$ cat config.mk
export PLATFORM = sky130hd
export DESIGN_NAME = rpc_cache_ctrl
export DESIGN_NICKNAME = d
export VERILOG_FILES = /design/src/hdl/rpc_pkg.sv /design/src/hdl/rpc_cache_ctrl.sv
export SDC_FILE = /design/constraint.sdc
export NUM_CORES = 1
export LEC_CHECK = 0
export BUFFER_PORTS_ARGS = -buffer_cell sky130_fd_sc_hd__clkbuf_2
export CAP_MARGIN = 20
export CORE_MARGIN = 2
export CORE_UTILIZATION = 60
export CTS_BUF_LIST = sky130_fd_sc_hd__clkbuf_16
export DETAILED_ROUTE_END_ITERATION = 16
export PLACE_DENSITY = 0.84
export SYNTH_ARGS = -nofsm -noshare
export SYNTH_HDL_FRONTEND = slang
export SYNTH_SLANG_ARGS = --single-unit
export TNS_END_PERCENT = 30
$ cat constraint.sdc
create_clock -name CLK -period 3.8 [get_ports CLK]
set_input_delay 0.38 -clock CLK [delete_from_list [all_inputs] [get_ports CLK]]
set_output_delay 0.38 -clock CLK [all_outputs]
set_load 0.02 [all_outputs]
$ cat src/hdl/rpc_pkg.sv
package rpc_pkg;
   // ----------------------------------------
   // register offsets in configuration space
   // ----------------------------------------
   localparam logic [7:0] PFA_LIMITS_OFS = 8'hE8;
   localparam logic [7:0] CYC_LIMIT_OFS = 8'hEA;
   localparam logic [7:0] MIN_CLK_LIMIT_OFS = 8'hEC;
   localparam logic [7:0] MAX_CLK_LIMIT_OFS = 8'hEE;
   // ----------------------------------------
   // field positions
   // ----------------------------------------
   localparam int POLICY_LSB = 6;
   localparam int POLICY_W = 2;
   localparam int BURST_LSB = 8;
   localparam int BURST_W = 4;
   localparam int LENGTH_LSB = 0;
   localparam int LENGTH_W = 4;
   localparam int CYC_LIMIT_W = 8;
   localparam int CLK_LIMIT_W = 12;
   localparam int BYTES_W = 14;
   // ----------------------------------------
   // reset values
   // ----------------------------------------
   localparam logic [1:0] POLICY_RST = 2'h1;
   localparam logic [3:0] BURST_RST = 4'h4;
   localparam logic [3:0] LENGTH_RST = 4'h3;
   localparam logic [7:0] CYC_LIMIT_RST = 8'h08;
   localparam logic [11:0] MIN_CLK_LIMIT_RST = 12'h07F;
   localparam logic [11:0] MAX_CLK_LIMIT_RST = 12'h1C0;
   // ----------------------------------------
   // encodings
   // ----------------------------------------
   localparam logic [1:0] POLICY_NONE = 2'h0;
   localparam logic [1:0] POLICY_LIGHT = 2'h1;
   localparam logic [1:0] POLICY_FULL = 2'h2;
   localparam logic [3:0] BURST_OFF = 4'h0;
   localparam logic [3:0] BURST_ONE_BUFFER = 4'h1;
   localparam logic [BYTES_W-1:0] BASE_BYTES = 14'h0040;
endpackage : rpc_pkg

$ cat src/hdl/rpc_cache_ctrl.sv
`timescale 1ns/1ps
`default_nettype none
module rpc_cache_ctrl
   import rpc_pkg::*;
(
   input wire logic CLK,
   input wire logic NRST,
   input wire logic LINK_FUNDAMENTAL_RESET,
   input wire logic GLOBAL_CHIP_RESET,
   input wire logic HOT_RESET,
   input wire logic [7:0] CFG_ADDR,
   input wire logic CFG_WR,
   input wire logic CFG_RD,
   input wire logic [15:0] CFG_WDATA,
   output logic [15:0] CFG_RDATA,
   output logic CFG_RVALID,
   input wire logic CPL_LOAD,
   input wire logic PCI_CYCLE_START,
   input wire logic READ_HIT,
   input wire logic DATA_DELIVERED,
   input wire logic XFER_END,
   input wire logic XFER_END_RETRY,
   output logic PREFETCH_ENABLE,
   output logic AUTO_PREFETCH_ENABLE,
   output logic SINGLE_BUFFER,
   output logic [3:0] PREFETCH_BURST_COUNT,
   output logic [13:0] PREFETCH_BYTE_LENGTH,
   output logic CACHE_VALID,
   output logic CACHE_DISCARD
);
   // ----------------------------------------
   // configuration fields
   // ----------------------------------------
   logic [1:0] completion_cache_policy_r;
   logic [3:0] prefetch_burst_count_r;
   logic [3:0] prefetch_byte_length_r;
   logic [7:0] idle_cycle_start_limit_r;
   logic [11:0] min_clk_limit_r;
   logic [11:0] max_clk_limit_r;
   logic field_rst;
   logic [15:0] rdata_nxt;

   assign field_rst = LINK_FUNDAMENTAL_RESET | GLOBAL_CHIP_RESET;

   // prefetch agent limits register
   always_ff @(posedge CLK or negedge NRST) begin
      if (!NRST) begin
         completion_cache_policy_r <= POLICY_RST;
         prefetch_burst_count_r <= BURST_RST;
         prefetch_byte_length_r <= LENGTH_RST;
      end else if (field_rst) begin
         completion_cache_policy_r <= POLICY_RST;
         prefetch_burst_count_r <= BURST_RST;
         prefetch_byte_length_r <= LENGTH_RST;
      end else if (CFG_WR && (CFG_ADDR == PFA_LIMITS_OFS)) begin
         completion_cache_policy_r <= CFG_WDATA[POLICY_LSB +: POLICY_W];
         prefetch_burst_count_r <= CFG_WDATA[BURST_LSB +: BURST_W];
         prefetch_byte_length_r <= CFG_WDATA[LENGTH_LSB +: LENGTH_W];
      end
   end

   // cycle start limit register
   always_ff @(posedge CLK or negedge NRST) begin
      if (!NRST) begin
         idle_cycle_start_limit_r <= CYC_LIMIT_RST;
      end else if (field_rst) begin
         idle_cycle_start_limit_r <= CYC_LIMIT_RST;
      end else if (CFG_WR && (CFG_ADDR == CYC_LIMIT_OFS)) begin
         idle_cycle_start_limit_r <= CFG_WDATA[CYC_LIMIT_W-1:0];
      end
   end

   // minimum clock limit register
   always_ff @(posedge CLK or negedge NRST) begin
      if (!NRST) begin
         min_clk_limit_r <= MIN_CLK_LIMIT_RST;
      end else if (field_rst) begin
         min_clk_limit_r <= MIN_CLK_LIMIT_RST;
      end else if (CFG_WR && (CFG_ADDR == MIN_CLK_LIMIT_OFS)) begin
         min_clk_limit_r <= CFG_WDATA[CLK_LIMIT_W-1:0];
      end
   end

   // discard clock limit register
   always_ff @(posedge CLK or negedge NRST) begin
      if (!NRST) begin
         max_clk_limit_r <= MAX_CLK_LIMIT_RST;
      end else if (field_rst) begin
         max_clk_limit_r <= MAX_CLK_LIMIT_RST;
      end else if (CFG_WR && (CFG_ADDR == MAX_CLK_LIMIT_OFS)) begin
         max_clk_limit_r <= CFG_WDATA[CLK_LIMIT_W-1:0];
      end
   end

   // ----------------------------------------
   // register read
   // ----------------------------------------
   always_comb begin
      rdata_nxt = 16'h0000;
      case (CFG_ADDR)
         PFA_LIMITS_OFS: begin
            rdata_nxt[POLICY_LSB +: POLICY_W] = completion_cache_policy_r;
            rdata_nxt[BURST_LSB +: BURST_W] = prefetch_burst_count_r;
            rdata_nxt[LENGTH_LSB +: LENGTH_W] = prefetch_byte_length_r;
         end
         CYC_LIMIT_OFS: rdata_nxt = {8'h00, idle_cycle_start_limit_r};
         MIN_CLK_LIMIT_OFS: rdata_nxt = {4'h0, min_clk_limit_r};
         MAX_CLK_LIMIT_OFS: rdata_nxt = {4'h0, max_clk_limit_r};
         default: rdata_nxt = 16'h0000;
      endcase
   end

   always_ff @(posedge CLK or negedge NRST) begin
      if (!NRST) begin
         CFG_RDATA <= 16'h0000;
         CFG_RVALID <= 1'b0;
      end else begin
         CFG_RVALID <= CFG_RD;
         if (CFG_RD) begin
            CFG_RDATA <= rdata_nxt;
         end
      end
   end

   // ----------------------------------------
   // prefetch agent controls
   // ----------------------------------------
   // codes above seven saturate at the largest size
   function automatic logic [BYTES_W-1:0] length_bytes(input logic [3:0] code);
      if (code > 4'h7) begin
         return BASE_BYTES << 4'h7;
      end
      return BASE_BYTES << code;
   endfunction : length_bytes

   // ----------------------------------------
   always_ff @(posedge CLK or negedge NRST) begin
      if (!NRST) begin
         PREFETCH_ENABLE <= 1'b0;
         AUTO_PREFETCH_ENABLE <= 1'b0;
         SINGLE_BUFFER <= 1'b0;
         PREFETCH_BURST_COUNT <= 4'h0;
         PREFETCH_BYTE_LENGTH <= BASE_BYTES;
      end else begin
         PREFETCH_ENABLE <= (completion_cache_policy_r == POLICY_LIGHT) ||
                            (completion_cache_policy_r == POLICY_FULL);
         AUTO_PREFETCH_ENABLE <= (prefetch_burst_count_r != BURST_OFF) &&
                                 (prefetch_burst_count_r != BURST_ONE_BUFFER);
         SINGLE_BUFFER <= (prefetch_burst_count_r == BURST_ONE_BUFFER);
         PREFETCH_BURST_COUNT <= prefetch_burst_count_r;
         PREFETCH_BYTE_LENGTH <= length_bytes(prefetch_byte_length_r);
      end
   end

   // ----------------------------------------
   // discard decision
   // ----------------------------------------
   logic [7:0] cyc_cnt_r;
   logic [11:0] clk_cnt_r;
   logic xfer_drop;
   logic timer_drop;
   logic discard_nxt;

   always_comb begin
      xfer_drop = 1'b0;
      case (completion_cache_policy_r)
         POLICY_NONE: xfer_drop = DATA_DELIVERED;
         POLICY_LIGHT: xfer_drop = XFER_END && !XFER_END_RETRY;
         POLICY_FULL: xfer_drop = 1'b0;
         default: xfer_drop = DATA_DELIVERED;
      endcase
   end

   assign timer_drop = ((cyc_cnt_r >= idle_cycle_start_limit_r) &&
                        (clk_cnt_r >= min_clk_limit_r)) ||
                       (clk_cnt_r >= max_clk_limit_r);
   assign discard_nxt = CACHE_VALID && !READ_HIT && !CPL_LOAD && (xfer_drop || timer_drop);

   always_ff @(posedge CLK or negedge NRST) begin
      if (!NRST) begin
         CACHE_DISCARD <= 1'b0;
      end else begin
         CACHE_DISCARD <= discard_nxt;
      end
   end

   // a new load wins over a discard decided in the same cycle
   always_ff @(posedge CLK or negedge NRST) begin
      if (!NRST) begin
         CACHE_VALID <= 1'b0;
      end else if (HOT_RESET || field_rst) begin
         CACHE_VALID <= 1'b0;
      end else if (CPL_LOAD) begin
         CACHE_VALID <= 1'b1;
      end else if (discard_nxt) begin
         CACHE_VALID <= 1'b0;
      end
   end

   always_ff @(posedge CLK or negedge NRST) begin
      if (!NRST) begin
         cyc_cnt_r <= 8'h00;
         clk_cnt_r <= 12'h000;
      end else if (!CACHE_VALID || READ_HIT || CPL_LOAD || discard_nxt || HOT_RESET) begin
         cyc_cnt_r <= 8'h00;
         clk_cnt_r <= 12'h000;
      end else begin
         if (PCI_CYCLE_START && cyc_cnt_r != 8'hFF) begin
            cyc_cnt_r <= cyc_cnt_r + 8'h01;
         end
         if (clk_cnt_r != 12'hFFF) begin
            clk_cnt_r <= clk_cnt_r + 12'h001;
         end
      end
   end
endmodule : rpc_cache_ctrl
`default_nettype wire

# Word-level counts from Yosys, hierarchy flattened
# Cells that the tools add are included.
[totals] ff_bits=98 latch_bits=0 ram_bits=0 mem_bits_ro=0 input_bits=37 out_inout_bits=40 word_cells=92 mem_count=0
[classes] n_addsub=2 multipliers=0 div_mod_pow=0 order_cmp=4 eq_ne=10 shifts=1 mux=26 n_bitwise=1 n_reduce_logical=31
[ops] cell="$mux 12" n=6
[ops] cell="$eq 8x8->1 const B" n=4
[ops] cell="$mux 8" n=4
[ops] cell="$mux 14" n=2
[ops] cell="$ge 12x12->1" n=2
[ops] cell="$pmux 6 s4" n=1
[ops] cell="$mux 4" n=4
[ops] cell="$pmux 4 s4" n=1
[ops] cell="$shl 7x4->14 const A" n=1
[ops] cell="$add 12x1->12 const B" n=1
[ops] cell="$ne 12x12->1 const B" n=1
[ops] cell="$reduce_bool 2->1" n=6
[ops] cell="$logic_and 1x1->1" n=11
[ops] cell="$add 8x1->8 const B" n=1
[ops] cell="$ge 8x8->1" n=1
[ops] cell="$logic_or 1x1->1" n=8
[ops] cell="$ne 8x8->1 const B" n=1
[ops] cell="$pmux 2 s3" n=1
[ops] cell="$eq 4x1->1 const B" n=1
[ops] cell="$gt 4x3->1 const B" n=1
[ops] cell="$logic_not 1->1" n=4
[ops] cell="$mux 1" n=4
[ops] cell="$mux 2" n=2
[ops] cell="$ne 4x1->1 const B" n=1
[ops] cell="other kinds (6)" n=6

# Logic depth before layout (Yosys ltp)
# Gate-level depths: netlist (run 1).
[logic_depth] depth_word=8 mapped_depth=9 depth_no_buf=8

# Worst setup path after synthesis (run 1)
# OpenSTA, ideal clock, no wires.
[synth_path] path_type="reg2reg" startpoint="register min_clk_limit_r[2]" endpoint="register clk_cnt_r[10]" t_arrival_ns=2.030 setup_slack_ns=1.689 path_stages_with_launch=10 n_path_buf=1 cell_sequence="dfstp_2 > inv_1 > ha_1 > a21o_1 > a31oi_1 > o21ai_1 > a2111oi_4 > o211ai_2 > buf_6 > nor3_2"
[synth_via] elab_chain_cells=8 elab_cells_between_ends=9 classes_between="1 x order compare; 1 x mux; 7 x reduce/logical"
[synth_lines] item="from (decl)" line_no="rpc_cache_ctrl.sv:38" text="logic [11:0] min_clk_limit_r;"
[synth_lines] item="from (signal assigned)" line_no="rpc_cache_ctrl.sv:80" text="min_clk_limit_r <= CFG_WDATA[CLK_LIMIT_W-1:0];"
[synth_lines] item="$ge 12x12->1 *" line_no="rpc_cache_ctrl.sv:175" text="(clk_cnt_r >= min_clk_limit_r)) ||"
[synth_lines] item="$logic_and 1x1->1 *" line_no="rpc_cache_ctrl.sv:174" text="assign timer_drop = ((cyc_cnt_r >= idle_cycle_start_limit_r) &&"
[synth_lines] item="$logic_or 1x1->1 *" line_no="rpc_cache_ctrl.sv:175"
[synth_lines] item="$logic_or 1x1->1 *" line_no="rpc_cache_ctrl.sv:177" text="assign discard_nxt = CACHE_VALID && !READ_HIT && !CPL_LOAD && (xfer_drop || timer_drop);"
[synth_lines] item="$logic_and 1x1->1 *" line_no="rpc_cache_ctrl.sv:177"
[synth_lines] item="$logic_or 1x1->1 * (2 in series)" line_no="rpc_cache_ctrl.sv:204" text="end else if (!CACHE_VALID || READ_HIT || CPL_LOAD || discard_nxt || HOT_RESET) begin"
[synth_lines] item="$mux 12 / $reduce_bool 2->1 (equally long branches)"
[synth_lines] item="to (signal assigned)" line_no="rpc_cache_ctrl.sv:212" text="clk_cnt_r <= clk_cnt_r + 12'h001;"
[synth_lines] item="to (decl)" line_no="rpc_cache_ctrl.sv:159" text="logic [11:0] clk_cnt_r;"
# Mark *: on every way between the ends. The rest lies on a longest branch, timed or not.
# A chain may end at the register's enable or synchronous reset.

# Worst setup path after layout (run 1)
[layout_path] startpoint="register min_clk_limit_r[2]" endpoint="register cyc_cnt_r[2]"
[layout_via] elab_chain_cells=8 elab_cells_between_ends=9 classes_between="1 x order compare; 1 x mux; 7 x reduce/logical"
[layout_lines] item="$ge 12x12->1 *" line_no="rpc_cache_ctrl.sv:175"
[layout_lines] item="$logic_and 1x1->1 *" line_no="rpc_cache_ctrl.sv:174"
[layout_lines] item="$logic_or 1x1->1 *" line_no="rpc_cache_ctrl.sv:175"
[layout_lines] item="$logic_or 1x1->1 *" line_no="rpc_cache_ctrl.sv:177"
[layout_lines] item="$logic_and 1x1->1 *" line_no="rpc_cache_ctrl.sv:177"
[layout_lines] item="$logic_or 1x1->1 * (2 in series)" line_no="rpc_cache_ctrl.sv:204"
[layout_lines] item="$mux 8 / $reduce_bool 2->1 (equally long branches)"
[layout_lines] item="to (signal assigned)" line_no="rpc_cache_ctrl.sv:209" text="cyc_cnt_r <= cyc_cnt_r + 8'h01;"
[layout_lines] item="to (decl)" line_no="rpc_cache_ctrl.sv:158" text="logic [7:0] cyc_cnt_r;"
# Marked as above.

==> results.md, run 1 <==
- Nets@finish: 625
- Finish-stage setup viols: 0
- Worst Skew: ~0.0059 ns
- CP Buf/Inv Count: 1
- Final Hold Fails: 0
- Area of the multi-input gates: 2280 um2
- Startpoint Class: register
- # diodes: 0
- Total core area: just over 8000 um2
- Critical path depth: 8
- Die width: approximately 95 um
- Async SR Flop Fraction: 1.000
- Crit Path Category: reg -> reg
- Cell Rows: 33
- Netlist cell types: 47
- Total CTS buffers: 9
- Slew headroom: 0.3553
- DP HPWL: 7950 um
- Post-CTS Hold Buffers: 0
- Final period utilization: 0.7089
- Slew of the pin with the lowest slew margin: between 0.9 and 1 ns
- Max-Cap Viols: 0
- CTS tree: yes
- Vias: 3895
- Slowest cell delay on critical path: 0.53 ns
- End of the critical path: cyc_cnt_r[2]$_DFFE_PN0P_
- Crit end category: register
- R2R setup slack: approximately 1.1 ns
- DRT iter0 DRCs: 228
- Layout area overhead: 12.59%
- Slowest CP cell: dfstp_2
- Crit path max fanout: 20
- Worst min path class: in -> async
- Fmax: 371.2 MHz
- Vias/cell: 5.875
- Clk_lat worst skew: 0.35 ns
- #FFs+latches synth: 92
- Clock Sinks: a little over 90
- # port buffers: 62
- PD cells: about 350 nW/um2
- Leakage: 0.002551 uW
- Reg2reg end: cyc_cnt_r[2]$_DFFE_PN0P_
- Syn avg cell area: 9.936 um2
- Cell Area, Synth: 4928 um2
- Worst R2R Start: min_clk_limit_r[2]$_DFFE_PN1P_
- Largest net degree at the start of global routing: 75
- Cts repair resizes: 0
- Sequential cell area: 2322 um2
- Period minus WS final: 2.694 ns
- Seq/Total Area, Yosys: 0.4712
- GP Congestion: 0.8372
- Clock buffer depth: 2
- Antenna violations before repair: 0
- Max Slew Vio Count: 0
- Filler cell count: 614
- Htree depth: 3
- Worst setup path start: min_clk_limit_r[2]$_DFFE_PN1P_
- Post-route ant nets: 0
- First-pass GRT wire length: 18890 um
- Clock-pin slew on the worst setup and hold paths: 0.07 ns
- IR drop worst, VDD: 0.0002137 V
- Total negative slack: 0 ns
- Run status: completed
- Root buffer cell: clkbuf_16
- IO Count: 77
- Detailed Routing Iterations Pass 1: 6
- Number of remaining DRC errors: 0
- EDFF count, synth: 0
- GRT Total Usage: 0.2799
- Routed WL: 11440 um
- R2R depth: 8
- Starting Density: 0.6090
- Total power: around 1900 uW
- Worst Path Arrival: 2.96 ns
- Die Area: 8955 um2
- WL per Instance: ~17 um
- Post-CTS Repair Setup Buffers: 0
- Synthesis Warnings: 0
- Post-synthesis cell count: 496
- Top FF cell, synth: dfrtp_1
- Crit-path cells: inv_1, ha_1, a21o_1, a31oi_1, o21ai_1, a2111oi_4, o211ai_2, nor3_2
- Grt total ovfl: 0
- Die Ht: 94.63 um
- Share of layout cells above drive strength 1: 0.2061
- Critical path's top delay family: compound AO/OA/AOI/OAI gates
- Crit path required time: 4.06 ns
- RSZ-0062 raised after global routing: false
- Vias in the first global route: 3872
## worst min path at each step
stage                                     startpoint                           endpoint  cells after the start
6_report                                        NRST           cyc_cnt_r[5]$_DFFE_PN0P_                      1
5_1_grt                                     CPL_LOAD            CACHE_DISCARD$_DFF_PN0_                      2
4_1_cts                                         NRST            CACHE_DISCARD$_DFF_PN0_                      1
3_5_place_dp   prefetch_burst_count_r[3]$_DFFE_PN0P_  PREFETCH_BURST_COUNT[3]$_DFF_PN0_                      0
3_3_place_gp   prefetch_burst_count_r[3]$_DFFE_PN0P_  PREFETCH_BURST_COUNT[3]$_DFF_PN0_                      0
2_1_floorplan                                   NRST     AUTO_PREFETCH_ENABLE$_DFF_PN0_                      0
## state kept, by name (all words and copies together) (netlist names), 8 cells and up
register / cells
clk_cnt_r: 12
PREFETCH_BYTE_LENGTH: 8
cyc_cnt_r: 8
max_clk_limit_r: 12
idle_cycle_start_limit_r: 8
CFG_RDATA: 12
min_clk_limit_r: 12
## final cells by class
cell class | instances | area share
clock inverters | 7 | 0.009470
repair buffers | 66 | 0.06178
multi-input cells | 332 | 0.4108
clock buffers | 9 | 0.04059
inverters | 52 | 0.03517
well taps | 105 | 0.02368
flip-flops and latches | 92 | 0.4185
## synth_stat cells, types with 2 or more instances
cell      count  share of area
and3_1        4         0.0051
and4_1        2         0.0036
o22ai_1      12          0.015
nand2b_1      5         0.0063
nand4_1       9          0.011
xor2_1        7          0.012
nor3_1        7         0.0071
dfrtp_1      76           0.39
mux4_2        6          0.027
nor2b_1       3         0.0038
xnor2_1       5         0.0089
a221o_1       2         0.0041
buf_4        12          0.018
or3_1         2         0.0025
inv_1        52          0.040
o21ai_1       4         0.0041
o211ai_1     10          0.015
o21ai_0       5         0.0051
a21o_1        5         0.0076
nor4bb_1      2         0.0041
a31oi_1       8          0.010
nand2_1      58          0.044
a22oi_1       2         0.0030
a21oi_1      24          0.024
nand3_1      15          0.015
dfstp_2      16          0.085
mux2i_1      24          0.049
nor2_1       48          0.037
nor3_2        5          0.010
buf_2         7         0.0071
ha_1         35          0.089
clkbuf_1      9         0.0069
## layer usage
metal | wire [um] | vias to the layer above | part of all wire | GRT usage
met5 | 0 | - | 0 | 0
met4 | 361 | 0 | 0.032 | 0.1184
met3 | 729 | 33 | 0.064 | 0.08300
met2 | 5746 | 164 | 0.50 | 0.4622
met1 | 4599 | 1892 | 0.40 | 0.3426
li1 | - | 1806 | - | -
## logic make-up (layout without fill, tap and decap cells)
kind of cell / after synthesis / in the layout / synth area share
and+or+nand+nor: 167 / 167 / 0.1627
DFF: 92 / 92 / 0.4712
buffers and inverters: 81 / 134 / 0.07413
AOI/OAI and AO/OA: 78 / 78 / 0.1048
adders and majority gates: 35 / 35 / 0.08886
muxes: 30 / 30 / 0.07616
xor gates and xnor gates: 12 / 12 / 0.02133
other: 1 / 10 / 0.0007609
## layout by cell type, fill, tap and decap left out, types with 7 or more instances in the layout
cell and instances:
nor2_1 48, clkbuf_2 61, a31oi_1 8, nand3_1 15, xor2_1 7, conb_1 10, nand2_1 58, inv_1 52
nand4_1 9, clkbuf_16 9, dfstp_2 16, a21oi_1 24, o22ai_1 12, dfrtp_1 76, o211ai_1 10, mux2i_1 24
ha_1 35
## power by group
part           leakage, uW  total (uW)  internal [uW]  switching, uW
sequential         0.00121         983            982           1.20
combinational      0.00122         100           29.2           70.8
clock             0.000126         841            445            396
## metrics by stage
stage               setup WS [ns]  utilization  instances  hold slack (ns)  instance area, um2
finish                      1.106       0.6857        663           0.1699                5549
global route               0.9298       0.6857        663           0.2307                5549
detailed placement          1.122       0.6504        646           0.4164                5264
CTS                         1.106       0.6848        662           0.2016                5542
global placement            1.220       0.6504        646           0.4158                5264
floorplan                   1.689            -        505          0.08441                4962
Power figures use the tool's default switching activity.
==> run 2, diff against run 1 <==
--- a/config.mk
+++ b/config.mk
@@ -8,10 +8,10 @@
 export BUFFER_PORTS_ARGS = -buffer_cell sky130_fd_sc_hd__clkbuf_2
 export CAP_MARGIN = 20
 export CORE_MARGIN = 2
-export CORE_UTILIZATION = 60
+export CORE_UTILIZATION = 52
 export CTS_BUF_LIST = sky130_fd_sc_hd__clkbuf_16
 export DETAILED_ROUTE_END_ITERATION = 16
-export PLACE_DENSITY = 0.84
+export PLACE_DENSITY = 0.77
 export SYNTH_ARGS = -nofsm -noshare
 export SYNTH_HDL_FRONTEND = slang
 export SYNTH_SLANG_ARGS = --single-unit
==> constraint.sdc (replaced) <==
create_clock -name CLK -period 2.4 [get_ports CLK]
set_input_delay 0.24 -clock CLK [delete_from_list [all_inputs] [get_ports CLK]]
set_output_delay 0.24 -clock CLK [all_outputs]
set_load 0.02 [all_outputs]
==> results.md, run 2 (synthesis results as in run 1) <==
- Run status: completed
- Die Area: approximately 10000 um2
- Number of remaining DRC errors: 0
- Fmax: 434.5 MHz
- Met1 wire length: 4741 um
- Antenna violations before repair: 0
- Root buffer cell: clkbuf_16
- Cell area after layout: approximately 5700 um2
- Min-Delay Path Depth: 2
- Final period utilization: 0.9589
- Clock share of power: 0.441
- # port buffers: 62
- Clock buffer depth: 2
- Final Util: 0.6200
- Hold path startpoint: CPL_LOAD
- WL per Instance: approximately 16 um
- Total power: 3073 uW
- Post-route ant nets: 0
- Crit Path Category: reg -> reg
- Worst Skew: 0.008185 ns
- Total negative slack: 0 ns
- Placed cell areas: between 5000 and 6000 um2
- # diodes: 0
- Combinational share of power: 0.053
- Leakage: between 0.002 and 0.003 uW
- DRT iter0 DRCs: 172
- Worst Path Arrival: 2.57 ns
- Worst min path class: in -> reg
- Startpoint Class: register
- Final Hold Fails: 0
- R2R setup slack: 0.1 ns
- Routed WL: 10620 um
- Crit path required time: 2.67 ns
- Most common cell after layout, fill and taps aside: dfrtp_1
- Worst R2R Start: min_clk_limit_r[2]$_DFFE_PN1P_
- Placed insts: between 600 and 700
- Detailed Routing Iterations Pass 1: 4
- DP HPWL: 7968 um
- Slew of the pin with the lowest slew margin: 0.6031 ns
- Layout area overhead: 15.69%
- Vias: 3750
- PD cells: roughly 540 nW/um2
- Part of the power in registers: 0.506
- GRT Total Usage: 0.2175
- Top layer in use: met4
- Reg2reg end: clk_cnt_r[8]$_DFFE_PN0P_
- Total CTS buffers: 9
- Grt total ovfl: 0
- P_sw: 746.9 uW
- Total core area: 9196 um2
- Most frequent cells in the layout: 76 x dfrtp_1, 61 x clkbuf_2, 58 x nand2_1, 52 x inv_1, 48 x nor2_1
- IO Count: 77
- Clock-pin slew on the worst setup and hold paths: about 0.070 ns
- Vias/cell: 5.499
- Sw frac: 0.2431
- Hold Path End: CACHE_DISCARD$_DFF_PN0_
- Crit end category: register
- Clock Sinks: 92
- Die width: 101.4 um
- Die Ht: 101.4 um
- Period minus WS final: 2.301 ns
- First-pass GRT wire length: between 15000 and 20000 um
- IR drop worst, VDD: 0.0002652 V
- Metal3 WL: 534 um
- Cell Rows: 35
- Htree depth: 3
- Max-Cap Viols: 0
- Finish-stage setup viols: 0
- Clk_lat worst skew: 0.35 ns
- Nets@finish: 638
- Share of layout cells above drive strength 1: 0.2277
- Vias in the first global route: 3556
- Largest net degree at the start of global routing: 40
- Crit path max fanout: 5
- Starting Density: 0.5359
- Max Slew Vio Count: 0
- CTS tree: yes
- Slew headroom: 0.5980
- R2R depth: 9
- Pint: approximately 2300 uW
- Non-Filler Instances: 682
- Met2 WL: 5133 um
- GP Congestion: 0.8897
[run 2: changes by cell type in the layout (fill, tap and decap cells not counted), sizes merged]
cell         before  now
clkinvlp          3    1
clkinv            3    0
dlygate4sd3       0    1
inv              53   58
buf               5   17
[run 2: stage by stage]
step | hold WS, ns | worst slack, ns
floorplan | -0.05559 | 0.2894
global placement | 0.2336 | 0.1240
detailed placement | 0.2345 | 0.02532
CTS | 0.07611 | 0.01742
global route | 0.08302 | -0.003658
finish | 0.08733 | 0.09874
[run 2: critical path, stage by stage, from the launching register on]
cell and delay, ns:
dfstp_2 0.54, inv_2 0.05, ha_4 0.21, a21o_1 0.16, a31oi_1 0.17, o21ai_1 0.12
a2111oi_4 0.43, o211ai_2 0.19, buf_6 0.19, nor3_4 0.16
[run 2: what timing repair did]
item                                    in CTS  in global routing
setup buffers                                0                  1
endpoints found under the setup margin       0                  5
gates resized for setup                      0                  7
hold buffers                                 1                  0
hold endpoints to repair                    25                  0
[run 2: cell type report]
type	count	area, um2
Clock buffer	9	225.2
Multi-Input combinational cell	332	2317
Sequential cell	92	2322
Inverter	52	195.2
Clock inverter	7	57.56
Tap cell	111	138.9
Timing Repair Buffer	79	445.4
Fill cell	714	3495
[run 2: worst max-delay path by stage]
stage                                         startpoint  depth (start not counted)  slack, ns                        end
after detailed placement  min_clk_limit_r[2]$_DFFE_PN1P_                          9       0.03   cyc_cnt_r[2]$_DFFE_PN0P_
final                     min_clk_limit_r[2]$_DFFE_PN1P_                          9        0.1   clk_cnt_r[8]$_DFFE_PN0P_
after CTS                 min_clk_limit_r[2]$_DFFE_PN1P_                          9       0.02   cyc_cnt_r[2]$_DFFE_PN0P_
after global placement    min_clk_limit_r[2]$_DFFE_PN1P_                          9       0.12   cyc_cnt_r[2]$_DFFE_PN0P_
after floorplan           min_clk_limit_r[2]$_DFFE_PN1P_                          9       0.29  clk_cnt_r[10]$_DFFE_PN0P_
after global routing      min_clk_limit_r[2]$_DFFE_PN1P_                          9     -0.004   clk_cnt_r[8]$_DFFE_PN0P_
[run 2: routing by layer]
layer	global-route usage	vias to the layer above
li1	-	1831
met1	0.2883	1792
met2	0.3495	107
met3	0.04624	20
met4	0.08940	0
met5	0	-
[run 2: power by group through the flow]
stage	Clock, uW	Combinational [uW]	Sequential (uW)
after floorplan	0	82.8	1590
after global placement	0	160	1580
after detailed placement	0	163	1580
after CTS	1390	165	1560
after global routing	1450	181	1560
final	1350	163	1560
==> run 3, diff against run 2 <==
--- a/config.mk
+++ b/config.mk
@@ -7,7 +7,7 @@
 export LEC_CHECK = 0
 export BUFFER_PORTS_ARGS = -buffer_cell sky130_fd_sc_hd__clkbuf_2
 export CAP_MARGIN = 20
-export CORE_MARGIN = 2
+export CORE_MARGIN = 8
 export CORE_UTILIZATION = 52
 export CTS_BUF_LIST = sky130_fd_sc_hd__clkbuf_16
 export DETAILED_ROUTE_END_ITERATION = 16
==> results.md, run 3 (synthesis results as in run 1) <==
- Grt total ovfl: 0
- DRT iter0 DRCs: 223
- Most frequent cells in the layout: 76 x dfrtp_1, 61 x clkbuf_2, 58 x nand2_1, 51 x inv_1, 48 x nor2_1
- Post-route ant nets: 0
- First-pass GRT wire length: between 15000 and 20000 um
- Hold slack final: 0.09635 ns
- Htree depth: 3
- End of the critical path: clk_cnt_r[2]$_DFFE_PN0P_
- Starting Density: 0.5334
- Cell area after layout: 5792 um2
- R2R setup slack: 0.06 ns
- Finish-stage setup viols: 0
- Vias in the first global route: 3844
- Run status: completed
- Clock Sinks: 92
- Total core area: 9240 um2
- Most common cell after layout, fill and taps aside: dfrtp_1
- Layout area overhead: 17.52%
- WL per Instance: 16.47 um
- IR drop worst, VDD: ~0.00030 V
- Worst setup path start: min_clk_limit_r[2]$_DFFE_PN1P_
- Crit path max fanout: 5
- Total power: 3094 uW
- Crit Path Category: reg -> reg
- Worst min path class: in -> reg
- Max-Cap Viols: 0
- Die width: about 110 um
- Vias: 3825
- Startpoint Class: register
- Crit end category: register
- Crit path required time: 2.65 ns
- Worst R2R Start: min_clk_limit_r[2]$_DFFE_PN1P_
- Max Slew Vio Count: 0
- Clock buffer depth: 2
- Placed cell areas: between 5000 and 6000 um2
- Cell Rows: 35
- Root buffer cell: clkbuf_16
- Period minus WS final: around 2.3 ns
- Die Ht: around 110 um
- Reg2reg end: clk_cnt_r[2]$_DFFE_PN0P_
- # diodes: 0
- Total negative slack: 0 ns
- # port buffers: just over 60
- Detailed Routing Iterations Pass 1: 5
- Final period utilization: 0.9733
- Largest net degree at the start of global routing: slightly below 60
- IO Count: 77
- Share of layout cells above drive strength 1: 0.2337
- Die Area: between 10000 and 15000 um2
- GP Congestion: 0.8536
- Clk_lat worst skew: between 0.3 and 0.4 ns
- Slew headroom: 0.5133
- Worst Path Arrival: 2.58 ns
- Clock-pin slew on the worst setup and hold paths: 0.07 ns
- CTS tree: yes
- Nets@finish: 636
- Final Hold Fails: 0
- Antenna violations before repair: 0
- Routed WL: around 11000 um
- Slew of the pin with the lowest slew margin: 0.7300 ns
- Vias/cell: 5.480
- DP HPWL: between 8000 and 9000 um
- Leakage: 0.002641 uW
- Worst Skew: 0.008014 ns
- PD cells: 534.2 nW/um2
- R2R depth: 9
- Total CTS buffers: 9
- Fmax: 428.1 MHz
- GRT Total Usage: 0.1808
- Number of remaining DRC errors: 0
==> run 3: worst max-delay path, stage by stage, from the launching register on <==
cell and delay, ns:
dfstp_2 0.54, inv_2 0.06, ha_4 0.21, a21o_1 0.17, a31oi_1 0.18, o21ai_2 0.09
a2111oi_4 0.46, o211ai_4 0.17, buf_12 0.20, a211oi_2 0.17
==> run 3: final cells by class <==
class / instances / area, um2
clock buffers: 9 / 225.2
inverters: 52 / 195.2
clock inverters: 7 / 60.06
well taps: 129 / 161.4
repair buffers: 77 / 488.0
multi-input cells: 332 / 2340
flip-flops and latches: 92 / 2322
fillers: 753 / 3448
==> run 3: what timing repair did <==
item | 4_1_cts | 5_1_grt
setup buffers | 0 | 2
hold endpoints to repair | 51 | 0
endpoints found under the setup margin | 0 | 15
gates resized for setup | 0 | 11
hold buffers | 1 | 0
==> run 3: metal layers <==
metal	part of all wire	global-route usage	vias to the layer above	wire, um
li1	-	-	1824	-
met1	0.43	0.2232	1869	4920
met2	0.49	0.2972	108	5633
met3	0.059	0.04047	24	674
met4	0.023	0.07904	0	267
met5	0	0	-	0
==> run 3: through the flow <==
step / worst slack [ns] / utilization / instances
2_1_floorplan: 0.2894 / - / 505
3_3_place_gp: 0.1166 / 0.5813 / 677
3_5_place_dp: 0.05441 / 0.5813 / 677
4_1_cts: 0.02264 / 0.6133 / 694
5_1_grt: -0.03814 / 0.6268 / 698
6_report: 0.06401 / 0.6268 / 698
==> run 3: how the worst min path moves through the flow <==
stage | start | endpoint | slack (ns) | depth (start not counted)
after floorplan | NRST | AUTO_PREFETCH_ENABLE$_DFF_PN0_ | -0.06 | 0
after global placement | NRST | CACHE_DISCARD$_DFF_PN0_ | 0.34 | 1
after detailed placement | NRST | cyc_cnt_r[1]$_DFFE_PN0P_ | 0.35 | 1
after CTS | CPL_LOAD | CACHE_DISCARD$_DFF_PN0_ | 0.08 | 2
after global routing | READ_HIT | CACHE_DISCARD$_DFF_PN0_ | 0.1 | 2
final | CPL_LOAD | CACHE_DISCARD$_DFF_PN0_ | 0.1 | 2
==> run 3: power breakdown <==
part	leakage [uW]	switching (uW)	internal [uW]	total, uW
Sequential	0.00121	1.82	1550	1560
Combinational	0.00129	115	52.6	168
Clock	0.000142	648	723	1370
